===== config.mk =====
export PLATFORM = sky130hd
export DESIGN_NAME = twi_slave_match
export DESIGN_NICKNAME = d
export VERILOG_FILES = /design/src/twi_pkg.sv /design/src/twi_slave_match.sv
export SDC_FILE = /design/constraint.sdc
export NUM_CORES = 1
export LEC_CHECK = 0
export BUFFER_PORTS_ARGS = -buffer_cell sky130_fd_sc_hd__buf_2
export CORE_UTILIZATION = 58
export CTS_CLUSTER_DIAMETER = 80
export DETAILED_ROUTE_END_ITERATION = 8
export MAX_ROUTING_LAYER = met4
export PLACE_DENSITY = 0.85
export SLEW_MARGIN = 20
export SYNTH_ARGS = -nofsm -noshare
export SYNTH_HDL_FRONTEND = slang
export SYNTH_SLANG_ARGS = --single-unit

===== constraint.sdc =====
create_clock -name clk -period 3.2 [get_ports clk]
set_input_delay 0.32 -clock clk [delete_from_list [all_inputs] [get_ports clk]]
set_output_delay 0.32 -clock clk [all_outputs]
set_load 0.005 [all_outputs]

===== src/twi_pkg.sv =====
package twi_pkg;
  // register word indices; byte address is four times the index
  localparam logic [5:0] IDX_CTRL = 6'h0a;
  localparam logic [5:0] IDX_STATUS = 6'h0b;
  localparam logic [5:0] IDX_OWN = 6'h0c;
  localparam logic [5:0] IDX_DATA = 6'h0d;
  localparam logic [5:0] IDX_MASK = 6'h0e;
  localparam logic [5:0] IDX_IRQ_MASK = 6'h10;
  // status layout
  localparam int ST_DIF = 7;
  localparam int ST_ADDRESS_OR_STOP_FLAG = 6;
  localparam int ST_HOLD = 5;
  localparam int ST_RXACK = 4;
  localparam int ST_DIR = 1;
  localparam int ST_CAUSE = 0;
  // control layout
  localparam int CT_ACKNOWLEDGE_ACTION = 2;
  localparam logic [1:0] CMD_COMPTRANS = 2'h2;
  localparam logic [1:0] CMD_RESPONSE = 2'h3;
  localparam logic [7:0] RST_REG = 8'h00;
  localparam logic [3:0] BITS_PER_BYTE = 4'h8;

  typedef enum logic [2:0] {
    S_IDLE = 3'b000,
    S_ADDR = 3'b001,
    S_HOLD = 3'b010,
    S_ACK = 3'b011,
    S_RX = 3'b100,
    S_TX = 3'b101,
    S_RACK = 3'b110
  } twi_state_t;

  typedef enum logic [1:0] {
    AN_RX = 2'b00,
    AN_HOLD = 2'b01,
    AN_IDLE = 2'b10
  } ack_next_t;
endpackage : twi_pkg


===== src/twi_slave_match.sv =====
// Notes on behaviour
// - each received address is compared with the own address, qualified by the mask register, and a match sets the address-or-stop flag.
// - 7-bit addresses, the first byte of 10-bit addresses and general call are recognised.
// - own address bits 7:1 are the slave address and bit 0 enables general call.
// - for 10-bit addressing only the first byte 11110 plus bits 9:8 is matched, software checks the second.
// - the slave byte register is the one shift register used for both transmit and receive.
// - writes to the slave byte register are ignored while a byte is shifting.
// - byte register access is valid only while the slave stretches the clock.
// - a byte register access while stretching, except a read while transmitting, launches the next bus step, chosen by acknowledge action and access type.
// - mask register bit 0 is the dual-address select and bits 7:1 the seven-bit field.
// - with select at 0 a mask bit of one makes that address bit always match.
// - with select at 1 either the own address or the seven-bit field matches.
// - the address-or-stop flag is set on an address match or on a Stop.
// - the cause bit reads 1 for an address and 0 for a Stop.
// - the clock-stretch flag is set with the data flag or an address match (not on a Stop) and clears with it.
// - the data-complete flag clears on a byte register access or a valid command write.
//
// The Avalon-MM interface to the registers was decided locally.
`timescale 1ns/1ps
`default_nettype none
module twi_slave_match (
  input wire logic clk,
  input wire logic rst,
  input wire logic [7:0] avs_address,
  input wire logic avs_read,
  input wire logic avs_write,
  input wire logic [31:0] avs_writedata,
  input wire logic [3:0] avs_byteenable,
  output logic [31:0] avs_readdata,
  output logic avs_waitrequest,
  output logic irq,
  input wire logic scl_in,
  output logic scl_out,
  output logic scl_oe,
  input wire logic sda_in,
  output logic sda_out,
  output logic sda_oe
);
  import twi_pkg::*;

  // ----------------------------------------
  // address match
  // ----------------------------------------
  function automatic logic addr_match(input logic [6:0] rx,
      input logic [7:0] own, input logic [7:0] msk);
    logic gc;
    gc = own[0] && (rx == 7'h00);
    if (msk[0]) begin
      addr_match = gc || rx == own[7:1] || rx == msk[7:1];
    end else begin
      addr_match = gc || ((rx ^ own[7:1]) & ~msk[7:1]) == 7'h00;
    end
  endfunction : addr_match

  // ----------------------------------------
  // pin synchronisers
  // ----------------------------------------
  logic [1:0] scl_s, sda_s;
  logic scl_d, sda_d;
  always_ff @(posedge clk) begin
    if (rst) begin
      {scl_s, sda_s, scl_d, sda_d} <= 6'h3f;
    end else begin
      scl_s <= {scl_s[0], scl_in};
      sda_s <= {sda_s[0], sda_in};
      {scl_d, sda_d} <= {scl_s[1], sda_s[1]};
    end
  end
  logic scl_rise, scl_fall, start_c, stop_c;
  assign scl_rise = scl_s[1] && !scl_d;
  assign scl_fall = !scl_s[1] && scl_d;
  assign start_c = scl_s[1] && scl_d && sda_d && !sda_s[1];
  assign stop_c = scl_s[1] && scl_d && !sda_d && sda_s[1];

  // ----------------------------------------
  // state
  // ----------------------------------------
  twi_state_t st, next_st;
  ack_next_t ack_nx, next_ack_nx;
  logic [7:0] shift, next_shift;
  logic [3:0] bitcnt, next_bitcnt;
  logic data_complete_flag, next_dif, address_or_stop_flag, next_address_or_stop_flag, cause, next_cause;
  logic dir, next_dir, rxack, next_rxack;
  logic [7:0] own, next_own, msk, next_msk, imask, next_imask;
  logic acknowledge_action, next_acknowledge_action, waitreq, next_waitreq;
  logic [31:0] rdata, next_rdata;
  logic next_irq, next_scl_oe, next_sda_oe;
  logic wr_go, rd_go, wr_data, rd_data, cmd_ok, dif_set, address_or_stop_flag_set;
  logic [5:0] idx;
  logic [7:0] status;

  assign idx = avs_address[7:2];
  // accesses take effect at the edge where waitrequest is seen low
  assign wr_go = avs_write && !waitreq && avs_byteenable[0]
                 && avs_address[1:0] == 2'h0;
  assign rd_go = avs_read && !waitreq;
  assign wr_data = wr_go && idx == IDX_DATA;
  assign rd_data = rd_go && idx == IDX_DATA;
  assign cmd_ok = wr_go && idx == IDX_CTRL
                  && (avs_writedata[1:0] == CMD_COMPTRANS
                  || avs_writedata[1:0] == CMD_RESPONSE);
  assign status = {data_complete_flag, address_or_stop_flag, st == S_HOLD, rxack, 2'h0, dir, cause};

  always_comb begin
    next_st = st;
    next_ack_nx = ack_nx;
    {next_shift, next_own, next_msk, next_imask} = {shift, own, msk, imask};
    {next_bitcnt, next_dir, next_rxack, next_cause} =
        {bitcnt, dir, rxack, cause};
    {next_sda_oe, next_acknowledge_action, next_rdata} = {sda_oe, acknowledge_action, rdata};
    {next_waitreq, dif_set, address_or_stop_flag_set} = 3'b100;
    // one wait cycle, then the answer
    if ((avs_read || avs_write) && waitreq) begin
      next_waitreq = 1'b0;
      next_rdata = 32'h0;
      case (idx)
        IDX_CTRL: next_rdata[CT_ACKNOWLEDGE_ACTION] = acknowledge_action;
        IDX_STATUS: next_rdata[7:0] = status;
        IDX_OWN: next_rdata[7:0] = own;
        IDX_DATA: next_rdata[7:0] = shift;
        IDX_MASK: next_rdata[7:0] = msk;
        IDX_IRQ_MASK: next_rdata[7:0] = imask;
        default: next_rdata = 32'h0;
      endcase
    end
    if (wr_go) begin
      case (idx)
        IDX_CTRL: next_acknowledge_action = avs_writedata[CT_ACKNOWLEDGE_ACTION];
        IDX_OWN: next_own = avs_writedata[7:0];
        IDX_MASK: next_msk = avs_writedata[7:0];
        IDX_IRQ_MASK: next_imask = avs_writedata[7:0];
        default: next_imask = next_imask;
      endcase
    end
    // bus engine
    case (st)
      S_IDLE: next_sda_oe = 1'b0;
      S_ADDR, S_RX: begin
        if (scl_rise) begin
          next_shift = {shift[6:0], sda_s[1]};
          next_bitcnt = bitcnt + 4'h1;
        end else if (scl_fall && bitcnt == BITS_PER_BYTE) begin
          if (st == S_RX) begin
            dif_set = 1'b1;
            next_st = S_HOLD;
          end else if (addr_match(shift[7:1], own, msk)) begin
            address_or_stop_flag_set = 1'b1;
            next_cause = 1'b1;
            next_dir = shift[0];
            next_st = S_HOLD;
          end else begin
            next_st = S_IDLE;
          end
        end
      end
      S_HOLD: begin
        // stretching; software access picks the next step
        if (address_or_stop_flag && cause) begin
          if (cmd_ok || wr_data || rd_data) begin
            next_st = S_ACK;
            next_sda_oe = !next_acknowledge_action;
            next_ack_nx = (cmd_ok && avs_writedata[1:0] == CMD_COMPTRANS)
                          ? AN_IDLE : (dir ? AN_HOLD : AN_RX);
          end
        end else if (dir) begin
          if (wr_data) begin
            next_shift = avs_writedata[7:0];
            next_bitcnt = 4'h0;
            next_sda_oe = !avs_writedata[7];
            next_st = S_TX;
          end else if (cmd_ok && avs_writedata[1:0] == CMD_COMPTRANS) begin
            next_st = S_IDLE;
          end
        end else if (cmd_ok || rd_data || wr_data) begin
          if (wr_data) begin
            next_shift = avs_writedata[7:0];
          end
          next_st = S_ACK;
          next_sda_oe = !next_acknowledge_action;
          next_ack_nx = (cmd_ok && avs_writedata[1:0] == CMD_COMPTRANS)
                        ? AN_IDLE : AN_RX;
        end
      end
      S_ACK: begin
        if (scl_fall) begin
          next_sda_oe = 1'b0;
          next_bitcnt = 4'h0;
          case (ack_nx)
            AN_HOLD: begin
              dif_set = 1'b1;
              next_st = S_HOLD;
            end
            AN_IDLE: next_st = S_IDLE;
            default: next_st = S_RX;
          endcase
        end
      end
      S_TX: begin
        if (scl_rise) begin
          next_bitcnt = bitcnt + 4'h1;
        end else if (scl_fall) begin
          if (bitcnt == BITS_PER_BYTE) begin
            next_sda_oe = 1'b0;
            next_st = S_RACK;
          end else begin
            next_shift = {shift[6:0], 1'b0};
            next_sda_oe = !shift[6];
          end
        end
      end
      S_RACK: begin
        if (scl_rise) begin
          next_rxack = sda_s[1];
        end else if (scl_fall) begin
          dif_set = 1'b1;
          next_st = S_HOLD;
        end
      end
      default: next_st = S_IDLE;
    endcase
    if (stop_c) begin
      address_or_stop_flag_set = 1'b1;
      next_cause = 1'b0;
      next_sda_oe = 1'b0;
      next_st = S_IDLE;
    end else if (start_c) begin
      next_bitcnt = 4'h0;
      next_sda_oe = 1'b0;
      next_st = S_ADDR;
    end
    // flag clears lose to a set in the same cycle
    {next_dif, next_address_or_stop_flag} = {data_complete_flag, address_or_stop_flag};
    if (wr_data || rd_data || cmd_ok) begin
      {next_dif, next_address_or_stop_flag} = 2'b00;
    end
    if (wr_go && idx == IDX_STATUS) begin
      next_dif = next_dif && !avs_writedata[ST_DIF];
      next_address_or_stop_flag = next_address_or_stop_flag && !avs_writedata[ST_ADDRESS_OR_STOP_FLAG];
    end
    next_dif = next_dif || dif_set;
    next_address_or_stop_flag = next_address_or_stop_flag || address_or_stop_flag_set;
    // stretch only while a flag awaits service
    if (next_st == S_HOLD && !next_dif && !next_address_or_stop_flag) begin
      next_st = S_IDLE;
    end
    next_scl_oe = next_st == S_HOLD;
    next_irq = |({next_dif, next_address_or_stop_flag, 6'h0} & imask);
  end

  always_ff @(posedge clk) begin
    if (rst) begin
      st <= S_IDLE;
      ack_nx <= AN_RX;
      {shift, own, msk, imask} <= {4{RST_REG}};
      bitcnt <= 4'h0;
      {data_complete_flag, address_or_stop_flag, cause, dir, rxack, acknowledge_action} <= 6'h00;
      {irq, scl_oe, sda_oe, waitreq} <= 4'h1;
      rdata <= 32'h0;
    end else begin
      st <= next_st;
      ack_nx <= next_ack_nx;
      {shift, own, msk, imask} <=
          {next_shift, next_own, next_msk, next_imask};
      bitcnt <= next_bitcnt;
      {data_complete_flag, address_or_stop_flag, cause, dir, rxack, acknowledge_action} <=
          {next_dif, next_address_or_stop_flag, next_cause, next_dir, next_rxack, next_acknowledge_action};
      {irq, scl_oe, sda_oe, waitreq} <=
          {next_irq, next_scl_oe, next_sda_oe, next_waitreq};
      rdata <= next_rdata;
    end
  end
  // open-drain: only ever pulls low
  always_ff @(posedge clk) begin
    {scl_out, sda_out} <= 2'b00;
  end
  assign avs_readdata = rdata;
  assign avs_waitrequest = waitreq;

  // ----------------------------------------
  // assertions
  // ----------------------------------------
  logic byte_done;
  assign byte_done = st == S_ADDR && scl_fall && bitcnt == BITS_PER_BYTE
                     && !stop_c && !start_c;
endmodule : twi_slave_match
`default_nettype wire


==> results of run 1 <==
==> area by class of cell <==
class	count	area [um2]
timing repair buffer	37	192.7
inverter	10	37.54
clock buffer	10	137.6
multi-input combinational	358	2192
tap	77	96.34
fill	543	2265
sequential	65	1301
clock inverter	6	91.34
==> power by group <==
| group | internal, mW | total (mW) | switching (mW) |
|---|---|---|---|
| logic | 0.0473 | 0.136 | 0.0885 |
| clock network | 0.460 | 0.798 | 0.337 |
| registers | 0.822 | 0.835 | 0.0129 |
| total | 1.33 | 1.77 | 0.438 |
==> sequential cells by signal, summed over array words and instances (netlist names), 2 cells and up <==
name,cells
imask,8
ack_nx,2
avs_readdata,8
st,3
bitcnt,4
shift,8
sda_s,2
scl_s,2
msk,8
own,8
==> Yosys cell counts (5+ instances only) <==
library cell,count
sky130_fd_sc_hd__a31oi_1,5
sky130_fd_sc_hd__clkbuf_1,15
sky130_fd_sc_hd__a22oi_1,7
sky130_fd_sc_hd__nand4_1,6
sky130_fd_sc_hd__buf_4,31
sky130_fd_sc_hd__or2_2,7
sky130_fd_sc_hd__o21ai_0,9
sky130_fd_sc_hd__inv_1,10
sky130_fd_sc_hd__o22ai_1,8
sky130_fd_sc_hd__a311oi_1,8
sky130_fd_sc_hd__nand2_1,59
sky130_fd_sc_hd__nor2b_1,7
sky130_fd_sc_hd__xnor2_1,11
sky130_fd_sc_hd__nor2_1,52
sky130_fd_sc_hd__a211oi_1,11
sky130_fd_sc_hd__dfxtp_1,65
sky130_fd_sc_hd__nor3_1,5
sky130_fd_sc_hd__buf_2,6
sky130_fd_sc_hd__mux2i_1,21
sky130_fd_sc_hd__a21oi_1,34
sky130_fd_sc_hd__o21a_1,5
sky130_fd_sc_hd__ha_1,5
sky130_fd_sc_hd__nand3_1,18
==> kinds of logic after synthesis <==
family | after synthesis | synth area share, %
buffers and inverters | 66 | 10.12
AO/OA/AOI/OAI | 109 | 20.34
multiplexers | 21 | 5.557
flip-flops | 65 | 34.40
adder cells (fa/ha/maj) | 5 | 1.654
AND/OR/NAND/NOR | 182 | 24.35
other | 1 | 0.09914
XOR/XNOR | 15 | 3.473
==> worst min path at each step <==
stage                              startpoint             endpoint  slack [ns]  cells past startpoint
after detailed placement  scl_s[0]$_SDFF_PP1_  scl_s[1]$_SDFF_PP1_        0.40                      1
final                                  sda_in  sda_s[0]$_SDFF_PP1_        0.15                      2
after global placement    scl_s[0]$_SDFF_PP1_  scl_s[1]$_SDFF_PP1_        0.39                      1
after CTS                              sda_in  sda_s[0]$_SDFF_PP1_        0.15                      2
after floorplan           scl_s[0]$_SDFF_PP1_  scl_s[1]$_SDFF_PP1_        0.39                      1
after global routing                   scl_in  scl_s[0]$_SDFF_PP1_        0.16                      2
==> through the flow <==
stage / cell area, um2 / utilization (%) / setup slack [ns] / instances / hold WS, ns
3_5_place_dp: 3820 / 60.50 / 0.6822 / 547 / 0.3963
6_report: 4049 / 64.13 / 0.5756 / 563 / 0.1498
2_1_floorplan: 3876 / - / 1.383 / 489 / 0.3895
5_1_grt: 4049 / 64.13 / 0.3664 / 563 / 0.1591
4_1_cts: 4049 / 64.13 / 0.6669 / 563 / 0.1507
3_3_place_gp: 3820 / 60.50 / 0.8189 / 547 / 0.3911
==> routing by layer <==
layer | track usage, % | wire (um) | up-vias
li1 | - | - | 1633
met1 | 38.37 | 3884 | 1628
met2 | 45.66 | 4432 | 196
met3 | 5.055 | 808 | 44
met4 | 18.45 | 415 | 0
met5 | - | 0 | -
==> results.txt, run 1 <==
----------------------------------------------------
[Outcome]
  Result of the run ... completed

[Routing]
  Detail-routed via count per cell ... roughly 6.2
  Average detailed-routed wire length per instance ... ~17 um
  Detailed-route via count ... between 3000 and 4000
  Number of DRC markers in iteration 0 ... between 300 and 400
  DRC violations left ... 0
  Antenna viol nets, final ... 0
  First-pass iteration count of the detailed router ... 6
  Wirelength, routed ... 9540 um

[Power]
  Power Total ... between 1.5 and 2 mW
  Total power divided by cell area ... about 440 mW/mm2
  Worst vdd ir ... slightly below 300 uV
  Leakage power total ... roughly 1.5 nW

[STA]
  Final Setup Violations ... 0
  Share of the cycle needed by the critical path after routing ... roughly 80%
  Max Slew Vio Count ... 0
  Fmax ... roughly 380 MHz
  Tightest Pin Transition ... a little over 1 ns
  Fin crit period ... about 2.6 ns
  Clock Skew ... approximately 0.011 ns
  Post-Route Setup TNS ... 0 ns
  Count of final hold-check violations ... 0
  Tightest slew margin relative to the limit ... a little under a third
  Setup repair after global routing missed its margin ... no

[Finish]
  Share of post-route cells with drive strength above 1 ... 15.84%
  Antenna cells ... 0
  Most common cell after layout, fill and taps aside ... sky130_fd_sc_hd__dfxtp_1
  Leading cell types in the layout, fill and taps excluded ... 65 x sky130_fd_sc_hd__dfxtp_1, 59 x sky130_fd_sc_hd__nand2_1, 52 x sky130_fd_sc_hd__nor2_1
  Nets@finish ... roughly 540
  Area overhead of the layout relative to synthesis ... 7.046%

[Worst setup path]
  Worst endpoint data arrival time ... 2.86 ns
  CP startpoint kind ... flop
  Worst reg-to-reg path cell count ... 5
  Data required time at the worst endpoint ... 3.43 ns
  Setup slack, reg-to-reg ... between 0.5 and 0.6 ns
  Worst setup path startpoint ... st[1]$_SDFF_PP0_
  Setup crit end ... scl_oe$_SDFF_PP0_
  Worst-path fanout max ... 15
  Beginning of the worst register-to-register path ... st[1]$_SDFF_PP0_
  Critical path type ... reg2reg
  Gate family responsible for the most delay along the worst path ... compound AO/OA/AOI/OAI gates
  Master of the slowest instance on the critical path ... sky130_fd_sc_hd__o41ai_1
  Total number of cells along the worst setup path ... 5
  Capturing point of the worst reg2reg path ... scl_oe$_SDFF_PP0_
  Worst path max stage delay ... slightly below 0.7 ns
  Buffering stage count on the worst path with inverters included ... 0
  Kind of end point of the critical path ... flop
  CP Cell Sequence ... nor2b_1 -> nand2_1 -> o41ai_1 -> o21a_1 -> a211oi_1

[Synth]
  Number of storage elements in the synthesis netlist ... 65
  Mean post-synth cell area ... just over 8 um2
  Fraction of synthesized cell area taken by the top area cell type ... between 30% and 40%
  Leading register cell type out of synthesis ... sky130_fd_sc_hd__dfxtp_1
  Count of flip-flops with a built-in enable after synthesis ... 0
  Gate count after technology mapping ... about 460
  Number of distinct library cells after synthesis ... a little over 60
  Area leader, netlist ... sky130_fd_sc_hd__dfxtp_1
  Number of warnings reported in the yosys synthesis log ... 0
  Async SR Flop Fraction ... 0%
  Sequential element share of the synthesized area ... around a third
  Area of the mapped netlist ... 0.003782 mm2
  Largest cells by area after synthesis ... sky130_fd_sc_hd__dfxtp_1 34%, sky130_fd_sc_hd__buf_4 6.2%, sky130_fd_sc_hd__nand2_1 5.9%, sky130_fd_sc_hd__mux2i_1 5.6%, sky130_fd_sc_hd__nor2_1 5.2%

[Placed design]
  Routability congestion estimate from global placement ... 0.9180
  Count of buffers from port buffering ... 34
  Post-DP HPWL ... ~6700 um

[Global route]
  Total GRT Usage ... 30.50%
  Residual overflow from global routing ... 0
  Largest net degree at the start of global routing ... approximately 60
  Antenna violations before repair ... 0
  Wire length of the first global-routing pass ... between 10000 and 15000 um
  Via count of the first global-routing pass ... roughly 3100

[Floorplanning]
  Die outline width ... around 83 um
  Rows ... 29
  Number of primary I/O pins ... 88
  Effective utilization at floorplan ... ~60%
  Die area ... 0.006848 mm2
  Chip Height ... between 80 and 90 um
  Floorplan Core Area ... 0.006314 mm2

[Clock tree]
  TritonCTS sink count ... between 60 and 70
  Quantity of hold-fixing buffers added after cts ... 0
  H-tree Lvls ... 3
  Inserted Clock Buffers ... 9
  TritonCTS clock tree ... yes
  Clock transition at path regs ... 0.07 ns
  Post-CTS resize count ... 0
  Maximum root-to-sink buffer count ... 2
  Clock latency on the worst-skew pair ... around 0.35 ns
  Number of setup buffers added after CTS ... 0
  Clock tree root buffer cell ... sky130_fd_sc_hd__clkbuf_8

[Flow run]
  Max-Cap Viols ... 0

[Min path]
  Classification of the worst-slack hold path ... in2reg

----------------------------------------------------
Note: power is estimated with default switching activity, not from simulation.
==> run 2, diff against run 1 <==
- ABC_AREA: default -> 1
- CORE_UTILIZATION: 58 -> 49
- PLACE_DENSITY: 0.85 -> 0.77
- clock period: 3.2 -> 2.24 ns (I/O delays scaled with it)
==> results.txt, run 2 <==
----------------------------------------------------
[STA]
  Worst hold margin ... 0.04615 ns (was 0.1498 ns)
  Count of final hold-check violations ... 0 (unchanged)
  Clock Skew ... 0.008903 ns (was 0.01070 ns)
  Tightest slew margin relative to the limit ... 66.23% (was 31.29%)
  Max Slew Vio Count ... 0 (unchanged)
  Least setup slack across all paths after layout ... 0.2410 ns (was 0.5756 ns)
  Fin crit period ... 1.999 ns (was 2.624 ns)
  Post-Route Setup TNS ... 0 ns (unchanged)
  Share of the cycle needed by the critical path after routing ... 89.24% (was 82.01%)
  Setup repair after global routing missed its margin ... no (unchanged)
  Tightest Pin Transition ... 0.5066 ns (was 1.031 ns)
  Fmax ... 500.2 MHz (was 381.0 MHz)
  Final Setup Violations ... 0 (unchanged)

[Placed design]
  Post-DP HPWL ... 7321 um (was 6707 um)
  Routability congestion estimate from global placement ... 1.004 (was 0.9180)
  Count of buffers from port buffering ... 34 (unchanged)
  Number of cells in the design after placement ... 690 (was 547)
  Post-detailed-placement cell area ... 0.003966 mm2 (was 0.003820 mm2)
  Placement-stage worst setup slack ... 0.2953 ns (was 0.6822 ns)

[Synth]
  Leading register cell type out of synthesis ... sky130_fd_sc_hd__dfxtp_1 (unchanged)
  Sequential element share of the synthesized area ... 34.93% (was 34.40%)
  Most frequent cell after synthesis ... sky130_fd_sc_hd__nand2_1 (was sky130_fd_sc_hd__dfxtp_1)
  Area leader, netlist ... sky130_fd_sc_hd__dfxtp_1 (unchanged)
  Mux share of post-synthesis cell area ... 0% (was 5.557%)
  Count of flip-flops with a built-in enable after synthesis ... 0 (unchanged)
  Basic-gate share of the synthesized area counting and, or, nand and nor cells ... 25.23% (was 24.35%)
  Number of storage elements in the synthesis netlist ... 65 (unchanged)
  Number of warnings reported in the yosys synthesis log ... 0 (unchanged)
  Async SR Flop Fraction ... 0% (unchanged)
  Mean post-synth cell area ... 6.711 um2 (was 8.152 um2)
  Number of distinct library cells after synthesis ... 42 (was 61)
  Area of the mapped netlist ... 0.003725 mm2 (was 0.003782 mm2)
  Share of synthesized cell area in full adder, half adder and majority cells ... 1.680% (was 1.654%)
  Dominant combinational cell family by area after synthesis ... simple AND/OR/NAND/NOR gates (unchanged)
  Largest cells by area after synthesis ... sky130_fd_sc_hd__dfxtp_1 35%, sky130_fd_sc_hd__nand2_1 11%, sky130_fd_sc_hd__o21ai_0 7.4%, sky130_fd_sc_hd__inv_1 7.4%, sky130_fd_sc_hd__nor2_1 6.3% (was sky130_fd_sc_hd__dfxtp_1 34%, sky130_fd_sc_hd__buf_4 6.2%, sky130_fd_sc_hd__nand2_1 5.9%, sky130_fd_sc_hd__mux2i_1 5.6%, sky130_fd_sc_hd__nor2_1 5.2%)
  Post-synthesis xor/xnor area fraction ... 0.4703% (was 3.473%)
  Commonest cells post-synth ... 105 x sky130_fd_sc_hd__nand2_1, 73 x sky130_fd_sc_hd__inv_1, 65 x sky130_fd_sc_hd__dfxtp_1 (was 65 x sky130_fd_sc_hd__dfxtp_1, 59 x sky130_fd_sc_hd__nand2_1, 52 x sky130_fd_sc_hd__nor2_1)
  Fraction of the mapped netlist area in compound gates ... 22.91% (was 20.34%)
  Fraction of synthesized cell area taken by the top area cell type ... 34.93% (was 34.40%)
  Gate count after technology mapping ... 555 (was 464)

[Clock tree]
  Quantity of hold-fixing buffers added after cts ... 0 (unchanged)
  TritonCTS sink count ... 65 (unchanged)
  Maximum root-to-sink buffer count ... 2 (unchanged)
  Clock transition at path regs ... 0.08 ns (was 0.07 ns)
  Clock latency on the worst-skew pair ... 0.36 ns (was 0.35 ns)
  Clock tree root buffer cell ... sky130_fd_sc_hd__clkbuf_8 (unchanged)
  TritonCTS clock tree ... yes (unchanged)
  Inserted Clock Buffers ... 9 (unchanged)
  Number of setup buffers added after CTS ... 0 (unchanged)
  Post-CTS resize count ... 0 (unchanged)
  H-tree Lvls ... 3 (unchanged)

[Floorplanning]
  Rows ... 31 (was 29)
  Effective utilization at floorplan ... 51.08% (was 59.91%)
  Chip Height ... 89.19 um (was 82.76 um)
  Floorplan Core Area ... 0.007292 mm2 (was 0.006314 mm2)
  Number of primary I/O pins ... 88 (unchanged)
  Die outline width ... 89.19 um (was 82.76 um)
  Die area ... 0.007954 mm2 (was 0.006848 mm2)

[Routing]
  First-pass iteration count of the detailed router ... 5 (was 6)
  Antenna viol nets, final ... 0 (unchanged)
  Number of DRC markers in iteration 0 ... 325 (was 324)
  Wirelength, routed ... 9804 um (was 9540 um)
  Detailed-route via count ... 3790 (was 3501)
  Average detailed-routed wire length per instance ... 13.89 um (was 16.94 um)
  Detail-routed via count per cell ... 5.368 (was 6.218)
  DRC violations left ... 0 (unchanged)

[Power]
  Worst vdd ir ... 418.7 uV (was 293.9 uV)
  Total power divided by cell area ... 595.3 mW/mm2 (was 436.7 mW/mm2)
  Leakage power total ... 1.868 nW (was 1.526 nW)

[Worst setup path]
  Data required time at the worst endpoint ... 2.46 ns (was 3.43 ns)
  Buffering stage count on the worst path with inverters included ... 3 (was 0)
  Kind of end point of the critical path ... flop (unchanged)
  Master of the slowest instance on the critical path ... sky130_fd_sc_hd__dfxtp_1 (was sky130_fd_sc_hd__o41ai_1)
  Worst endpoint data arrival time ... 2.22 ns (was 2.86 ns)
  Worst reg-to-reg path cell count ... 10 (was 5)
  Worst-path fanout max ... 10 (was 15)
  Total number of cells along the worst setup path ... 10 (was 5)
  Critical path type ... reg2reg (unchanged)
  Worst path max stage delay ... 0.51 ns (was 0.68 ns)
  Gate family responsible for the most delay along the worst path ... buffers and inverters (was compound AO/OA/AOI/OAI gates)
  Cell occurring most often along the worst timing path ... sky130_fd_sc_hd__nor2_2
  CP startpoint kind ... flop (unchanged)
  CP Cell Sequence ... inv_2 -> nand2_2 -> nor2_2 -> inv_4 -> nor2_1 -> nor3_2 -> o2111ai_2 -> buf_4 -> nor2_2 -> a211oi_2 (was nor2b_1 -> nand2_1 -> o41ai_1 -> o21a_1 -> a211oi_1)

[Finish]
  Final standard cell count with taps included and fillers excluded ... 706 (was 563)
  Final Instance Area ... 0.004170 mm2 (was 0.004049 mm2)
  Antenna cells ... 0 (unchanged)
  Area overhead of the layout relative to synthesis ... 11.96% (was 7.046%)
  Leading cell types in the layout, fill and taps excluded ... 105 x sky130_fd_sc_hd__nand2_1, 73 x sky130_fd_sc_hd__inv_1, 65 x sky130_fd_sc_hd__dfxtp_1 (was 65 x sky130_fd_sc_hd__dfxtp_1, 59 x sky130_fd_sc_hd__nand2_1, 52 x sky130_fd_sc_hd__nor2_1)
  Share of post-route cells with drive strength above 1 ... 15.16% (was 15.84%)
  Nets@finish ... 657 (was 536)
  Filler Cell Count ... 703 (was 543)
  Most common cell after layout, fill and taps aside ... sky130_fd_sc_hd__nand2_1 (was sky130_fd_sc_hd__dfxtp_1)

[Outcome]
  Result of the run ... completed (unchanged)

[Global route]
  Antenna violations before repair ... 0 (unchanged)
  Wire length of the first global-routing pass ... 15430 um (was 14880 um)
  Residual overflow from global routing ... 0 (unchanged)
  Via count of the first global-routing pass ... 3208 (was 3093)
  Total GRT Usage ... 26.94% (was 30.50%)
  Largest net degree at the start of global routing ... 28 (was 61)

[Min path]
  Classification of the worst-slack hold path ... in2reg (unchanged)
  Hold-critical path depth ... 2 (unchanged)

[Flow run]
  Max-Cap Viols ... 0 (unchanged)

----------------------------------------------------
[run 2: cell type report]
type | instances | area, um2 | area share (%)
timing repair buffer | 46 | 260.3 | 6.241
inverter | 82 | 310.3 | 7.441
clock inverter | 6 | 66.31 | 1.590
clock buffer | 10 | 137.6 | 3.300
tap | 99 | 123.9 | 2.970
sequential | 65 | 1301 | 31.20
multi-input combinational | 398 | 1971 | 47.25
[run 2: stage by stage]
stage	util, %	total power [mW]
CTS	57.19	2.490
floorplan	-	1.418
detailed placement	54.39	1.472
finish	57.19	2.483
global placement	54.39	1.468
global route	57.19	2.585
[run 2: worst reg2reg max path, cell delays in order (launching register included)]
cell and delay (ns):
sky130_fd_sc_hd__dfxtp_1 0.51, sky130_fd_sc_hd__inv_2 0.11, sky130_fd_sc_hd__nand2_2 0.09, sky130_fd_sc_hd__nor2_2 0.07
sky130_fd_sc_hd__inv_4 0.13, sky130_fd_sc_hd__nor2_1 0.08, sky130_fd_sc_hd__nor3_2 0.14, sky130_fd_sc_hd__o2111ai_2 0.29
sky130_fd_sc_hd__buf_4 0.29, sky130_fd_sc_hd__nor2_2 0.12, sky130_fd_sc_hd__a211oi_2 0.04
[run 2: per-layer routing]
layer	wire length (um)	global-route usage [%]	up-vias
li1	-	-	1879
met3	708	5.540	18
met4	162	9.091	0
met5	0	-	-
met1	4603	36.17	1734
met2	4330	40.32	159
[run 2: cells by family after synthesis]
group                      Yosys count
buffers and inverters              117
xor gates and xnor gates             2
and+or+nand+nor                    221
other                                1
AOI/OAI and AO/OA                  144
adders and majority gates            5
DFF                                 65
[run 2: worst paths after layout]
| path | start | endpoint | slack [ns] |
|---|---|---|---|
| setup / recovery | st[2]$_SDFF_PP0_ | shift[6]$_SDFFE_PP0P_ | 0.24 |
| hold / removal | sda_in | sda_s[0]$_SDFF_PP1_ | 0.05 |
| hold reg to reg | sda_s[0]$_SDFF_PP1_ | sda_s[1]$_SDFF_PP1_ | 0.41 |
| setup reg to reg | st[2]$_SDFF_PP0_ | shift[6]$_SDFFE_PP0P_ | 0.24 |
[run 2: where the power goes]
part	switching (mW)	total, mW	internal (mW)	leakage, nW
logic	0.170	0.256	0.0868	1.25
clock network	0.487	1.03	0.545	0.0949
registers	0.0145	1.19	1.18	0.527
==> run 3, diff against run 2 <==
- ABC_AREA: 1 -> default
==> results.txt, run 3 (synthesis gave the netlist of run 1 again) <==
----------------------------------------------------
[Clock tree]
  TritonCTS sink count ... 65 (unchanged)
  Number of setup buffers added after CTS ... 0 (unchanged)
  Clock tree root buffer cell ... sky130_fd_sc_hd__clkbuf_8 (unchanged)
  H-tree Lvls ... 3 (unchanged)
  TritonCTS clock tree ... yes (unchanged)
  Inserted Clock Buffers ... 9 (unchanged)
  Clock latency on the worst-skew pair ... 0.35 ns (was 0.36 ns)
  Maximum root-to-sink buffer count ... 2 (unchanged)
  Clock transition at path regs ... 0.08 ns (about the same)
  Quantity of hold-fixing buffers added after cts ... 0 (unchanged)

[Routing]
  Average detailed-routed wire length per instance ... 16.12 um (was 13.89 um)
  Wirelength, routed ... 9703 um (was 9804 um)
  Antenna viol nets, final ... 0 (unchanged)
  Detailed-route via count ... 3370 (was 3790)
  Highest metal layer used by the detailed router ... met4 (unchanged)
  Number of DRC markers in iteration 0 ... 191 (was 325)
  First-pass iteration count of the detailed router ... 5 (unchanged)
  Met1 Routed Length ... 4632 um (was 4603 um)
  Met2 wire len ... 4491 um (was 4330 um)
  DRC violations left ... 0 (unchanged)
  Amount of wire on met3 after detailed routing ... 504 um (was 708 um)
  Detail-routed via count per cell ... 5.598 (was 5.368)

[STA]
  Tightest Pin Transition ... 0.5975 ns (was 0.5066 ns)
  Post-Route Setup TNS ... 0 ns (unchanged)
  Clock Skew ... 0.01497 ns (was 0.008903 ns)
  Max Slew Vio Count ... 0 (unchanged)
  Fmax ... 478.4 MHz (was 500.2 MHz)
  Share of the cycle needed by the critical path after routing ... 93.31% (was 89.24%)
  Count of final hold-check violations ... 0 (unchanged)
  Fin crit period ... 2.090 ns (was 1.999 ns)
  Final Setup Violations ... 0 (unchanged)
  Tightest slew margin relative to the limit ... 60.17% (was 66.23%)
  Setup repair after global routing missed its margin ... no (unchanged)

[Worst setup path]
  Buffering stage count on the worst path with inverters included ... 0 (was 3)
  CP startpoint kind ... flop (unchanged)
  Beginning of the worst register-to-register path ... avs_waitrequest$_SDFF_PP1_ (was st[2]$_SDFF_PP0_)
  Master of the slowest instance on the critical path ... sky130_fd_sc_hd__o41ai_2 (was sky130_fd_sc_hd__dfxtp_1)
  Worst path max stage delay ... 0.56 ns (was 0.51 ns)
  Worst setup path startpoint ... avs_waitrequest$_SDFF_PP1_ (was st[2]$_SDFF_PP0_)
  Kind of end point of the critical path ... flop (unchanged)
  Setup slack, reg-to-reg ... 0.15 ns (was 0.24 ns)
  Data required time at the worst endpoint ... 2.48 ns (was 2.46 ns)
  Critical path type ... reg2reg (unchanged)
  Worst reg-to-reg path cell count ... 6 (was 10)
  CP Cell Sequence ... nor4b_4 -> nand2_2 -> o41ai_2 -> o31ai_1 -> a21oi_1 -> nor2_1 (was inv_2 -> nand2_2 -> nor2_2 -> inv_4 -> nor2_1 -> nor3_2 -> o2111ai_2 -> buf_4 -> nor2_2 -> a211oi_2)
  Worst endpoint data arrival time ... 2.33 ns (was 2.22 ns)
  Gate family responsible for the most delay along the worst path ... compound AO/OA/AOI/OAI gates (was buffers and inverters)
  Setup crit end ... bitcnt[0]$_SDFF_PP0_ (was shift[6]$_SDFFE_PP0P_)
  Capturing point of the worst reg2reg path ... bitcnt[0]$_SDFF_PP0_ (was shift[6]$_SDFFE_PP0P_)
  Worst-path fanout max ... 9 (was 10)
  Total number of cells along the worst setup path ... 6 (was 10)

[Finish]
  Leading cell types in the layout, fill and taps excluded ... 64 x sky130_fd_sc_hd__dfxtp_1, 59 x sky130_fd_sc_hd__nand2_1, 52 x sky130_fd_sc_hd__nor2_1 (was 105 x sky130_fd_sc_hd__nand2_1, 73 x sky130_fd_sc_hd__inv_1, 65 x sky130_fd_sc_hd__dfxtp_1)
  Area overhead of the layout relative to synthesis ... 10.92% (was 11.96%)
  Core utilization of the finished layout ... 56.93% (was 57.19%)
  Share of post-route cells with drive strength above 1 ... 18.89% (was 15.16%)
  Most common cell after layout, fill and taps aside ... sky130_fd_sc_hd__dfxtp_1 (was sky130_fd_sc_hd__nand2_1)
  Antenna cells ... 0 (unchanged)
  Nets@finish ... 553 (was 657)

[Floorplanning]
  Effective utilization at floorplan ... 51.32% (was 51.08%)
  Die outline width ... 89.86 um (was 89.19 um)
  Chip Height ... 89.86 um (was 89.19 um)
  Number of primary I/O pins ... 88 (unchanged)
  Rows ... 31 (unchanged)
  Floorplan Core Area ... 0.007370 mm2 (was 0.007292 mm2)
  Die area ... 0.008075 mm2 (was 0.007954 mm2)

[Flow run]
  Max-Cap Viols ... 0 (unchanged)

[Power]
  Total power divided by cell area ... 597.6 mW/mm2 (was 595.3 mW/mm2)
  Leakage power total ... 1.606 nW (was 1.868 nW)
  Worst vdd ir ... 378.6 uV (was 418.7 uV)

[Global route]
  Antenna violations before repair ... 0 (unchanged)
  Wire length of the first global-routing pass ... 15770 um (was 15430 um)
  Total GRT Usage ... 25.26% (was 26.94%)
  Via count of the first global-routing pass ... 3063 (was 3208)
  Largest net degree at the start of global routing ... 60 (was 28)
  Residual overflow from global routing ... 0 (unchanged)

[Min path]
  Classification of the worst-slack hold path ... in2reg (unchanged)

[Outcome]
  Result of the run ... completed (unchanged)

[Placed design]
  Post-DP HPWL ... 7193 um (was 7321 um)
  Count of buffers from port buffering ... 34 (unchanged)
  Routability congestion estimate from global placement ... 0.9174 (was 1.004)

----------------------------------------------------
==> run 3: cell count changes in the layout (fill, tap and decap cells not counted), moves of 7 or more <==
| cell | previous run | this run |
|---|---|---|
| sky130_fd_sc_hd__nor2_1 | 63 | 52 |
| sky130_fd_sc_hd__mux2i_1 | 0 | 21 |
| sky130_fd_sc_hd__buf_4 | 12 | 20 |
| sky130_fd_sc_hd__o22ai_1 | 18 | 8 |
| sky130_fd_sc_hd__a21oi_1 | 43 | 34 |
| sky130_fd_sc_hd__nand2_1 | 105 | 59 |
| sky130_fd_sc_hd__nor2b_1 | 0 | 7 |
| sky130_fd_sc_hd__a22oi_1 | 0 | 7 |
| sky130_fd_sc_hd__inv_1 | 73 | 10 |
| sky130_fd_sc_hd__xnor2_1 | 1 | 11 |
| sky130_fd_sc_hd__a311oi_1 | 1 | 8 |
| sky130_fd_sc_hd__o21ai_0 | 55 | 9 |
==> run 3: repair_timing <==
item | 4_1_cts | 5_1_grt
endpoints found under the hold margin | 0 | 0
gates resized for setup | 0 | 1
setup endpoints to repair | 0 | 1
==> run 3: through the flow <==
stage	cell area (um2)	setup WS, ns	cells	power, mW	hold WS [ns]
final	4195	0.1498	602	2.507	0.06627
after global routing	4195	0.05677	602	2.590	0.05565
after CTS	4194	0.1306	602	2.514	0.05864
after detailed placement	3975	0.1580	586	1.420	0.3988
after global placement	3975	0.05037	586	1.415	0.3943
after floorplan	3876	0.4228	489	1.370	0.3278
==> run 3: metal layers <==
metal  global-route usage, %  up-vias
met4                   5.511        0
met1                   33.91     1583
met5                       -        -
met3                   5.330        9
met2                   39.23      112
li1                        -     1666
==> run 3: how the worst min path moves through the flow <==
stage                              from  cells past startpoint                  end  slack, ns
floorplan                        scl_in                      1  scl_s[0]$_SDFF_PP1_       0.33
global placement    sda_s[0]$_SDFF_PP1_                      1  sda_s[1]$_SDFF_PP1_       0.39
detailed placement  sda_s[0]$_SDFF_PP1_                      1  sda_s[1]$_SDFF_PP1_       0.40
CTS                              scl_in                      2  scl_s[0]$_SDFF_PP1_       0.06
global route                     sda_in                      2  sda_s[0]$_SDFF_PP1_       0.06
finish                           scl_in                      2  scl_s[0]$_SDFF_PP1_       0.07
==> run 3: area by class of cell <==
class,count,area [um2]
fillers,721,3174
multi-input cells,358,2192
flip-flops and latches,65,1303
repair buffers,54,320.3
clock buffers,9,123.9
well taps,99,123.9
clock inverters,7,95.09
inverters,10,37.54
==> run 3: power breakdown <==
group          total (mW)  internal, mW  switching, mW
Clock                1.11         0.624          0.488
Combinational       0.207        0.0733          0.133
Sequential           1.19          1.17         0.0143
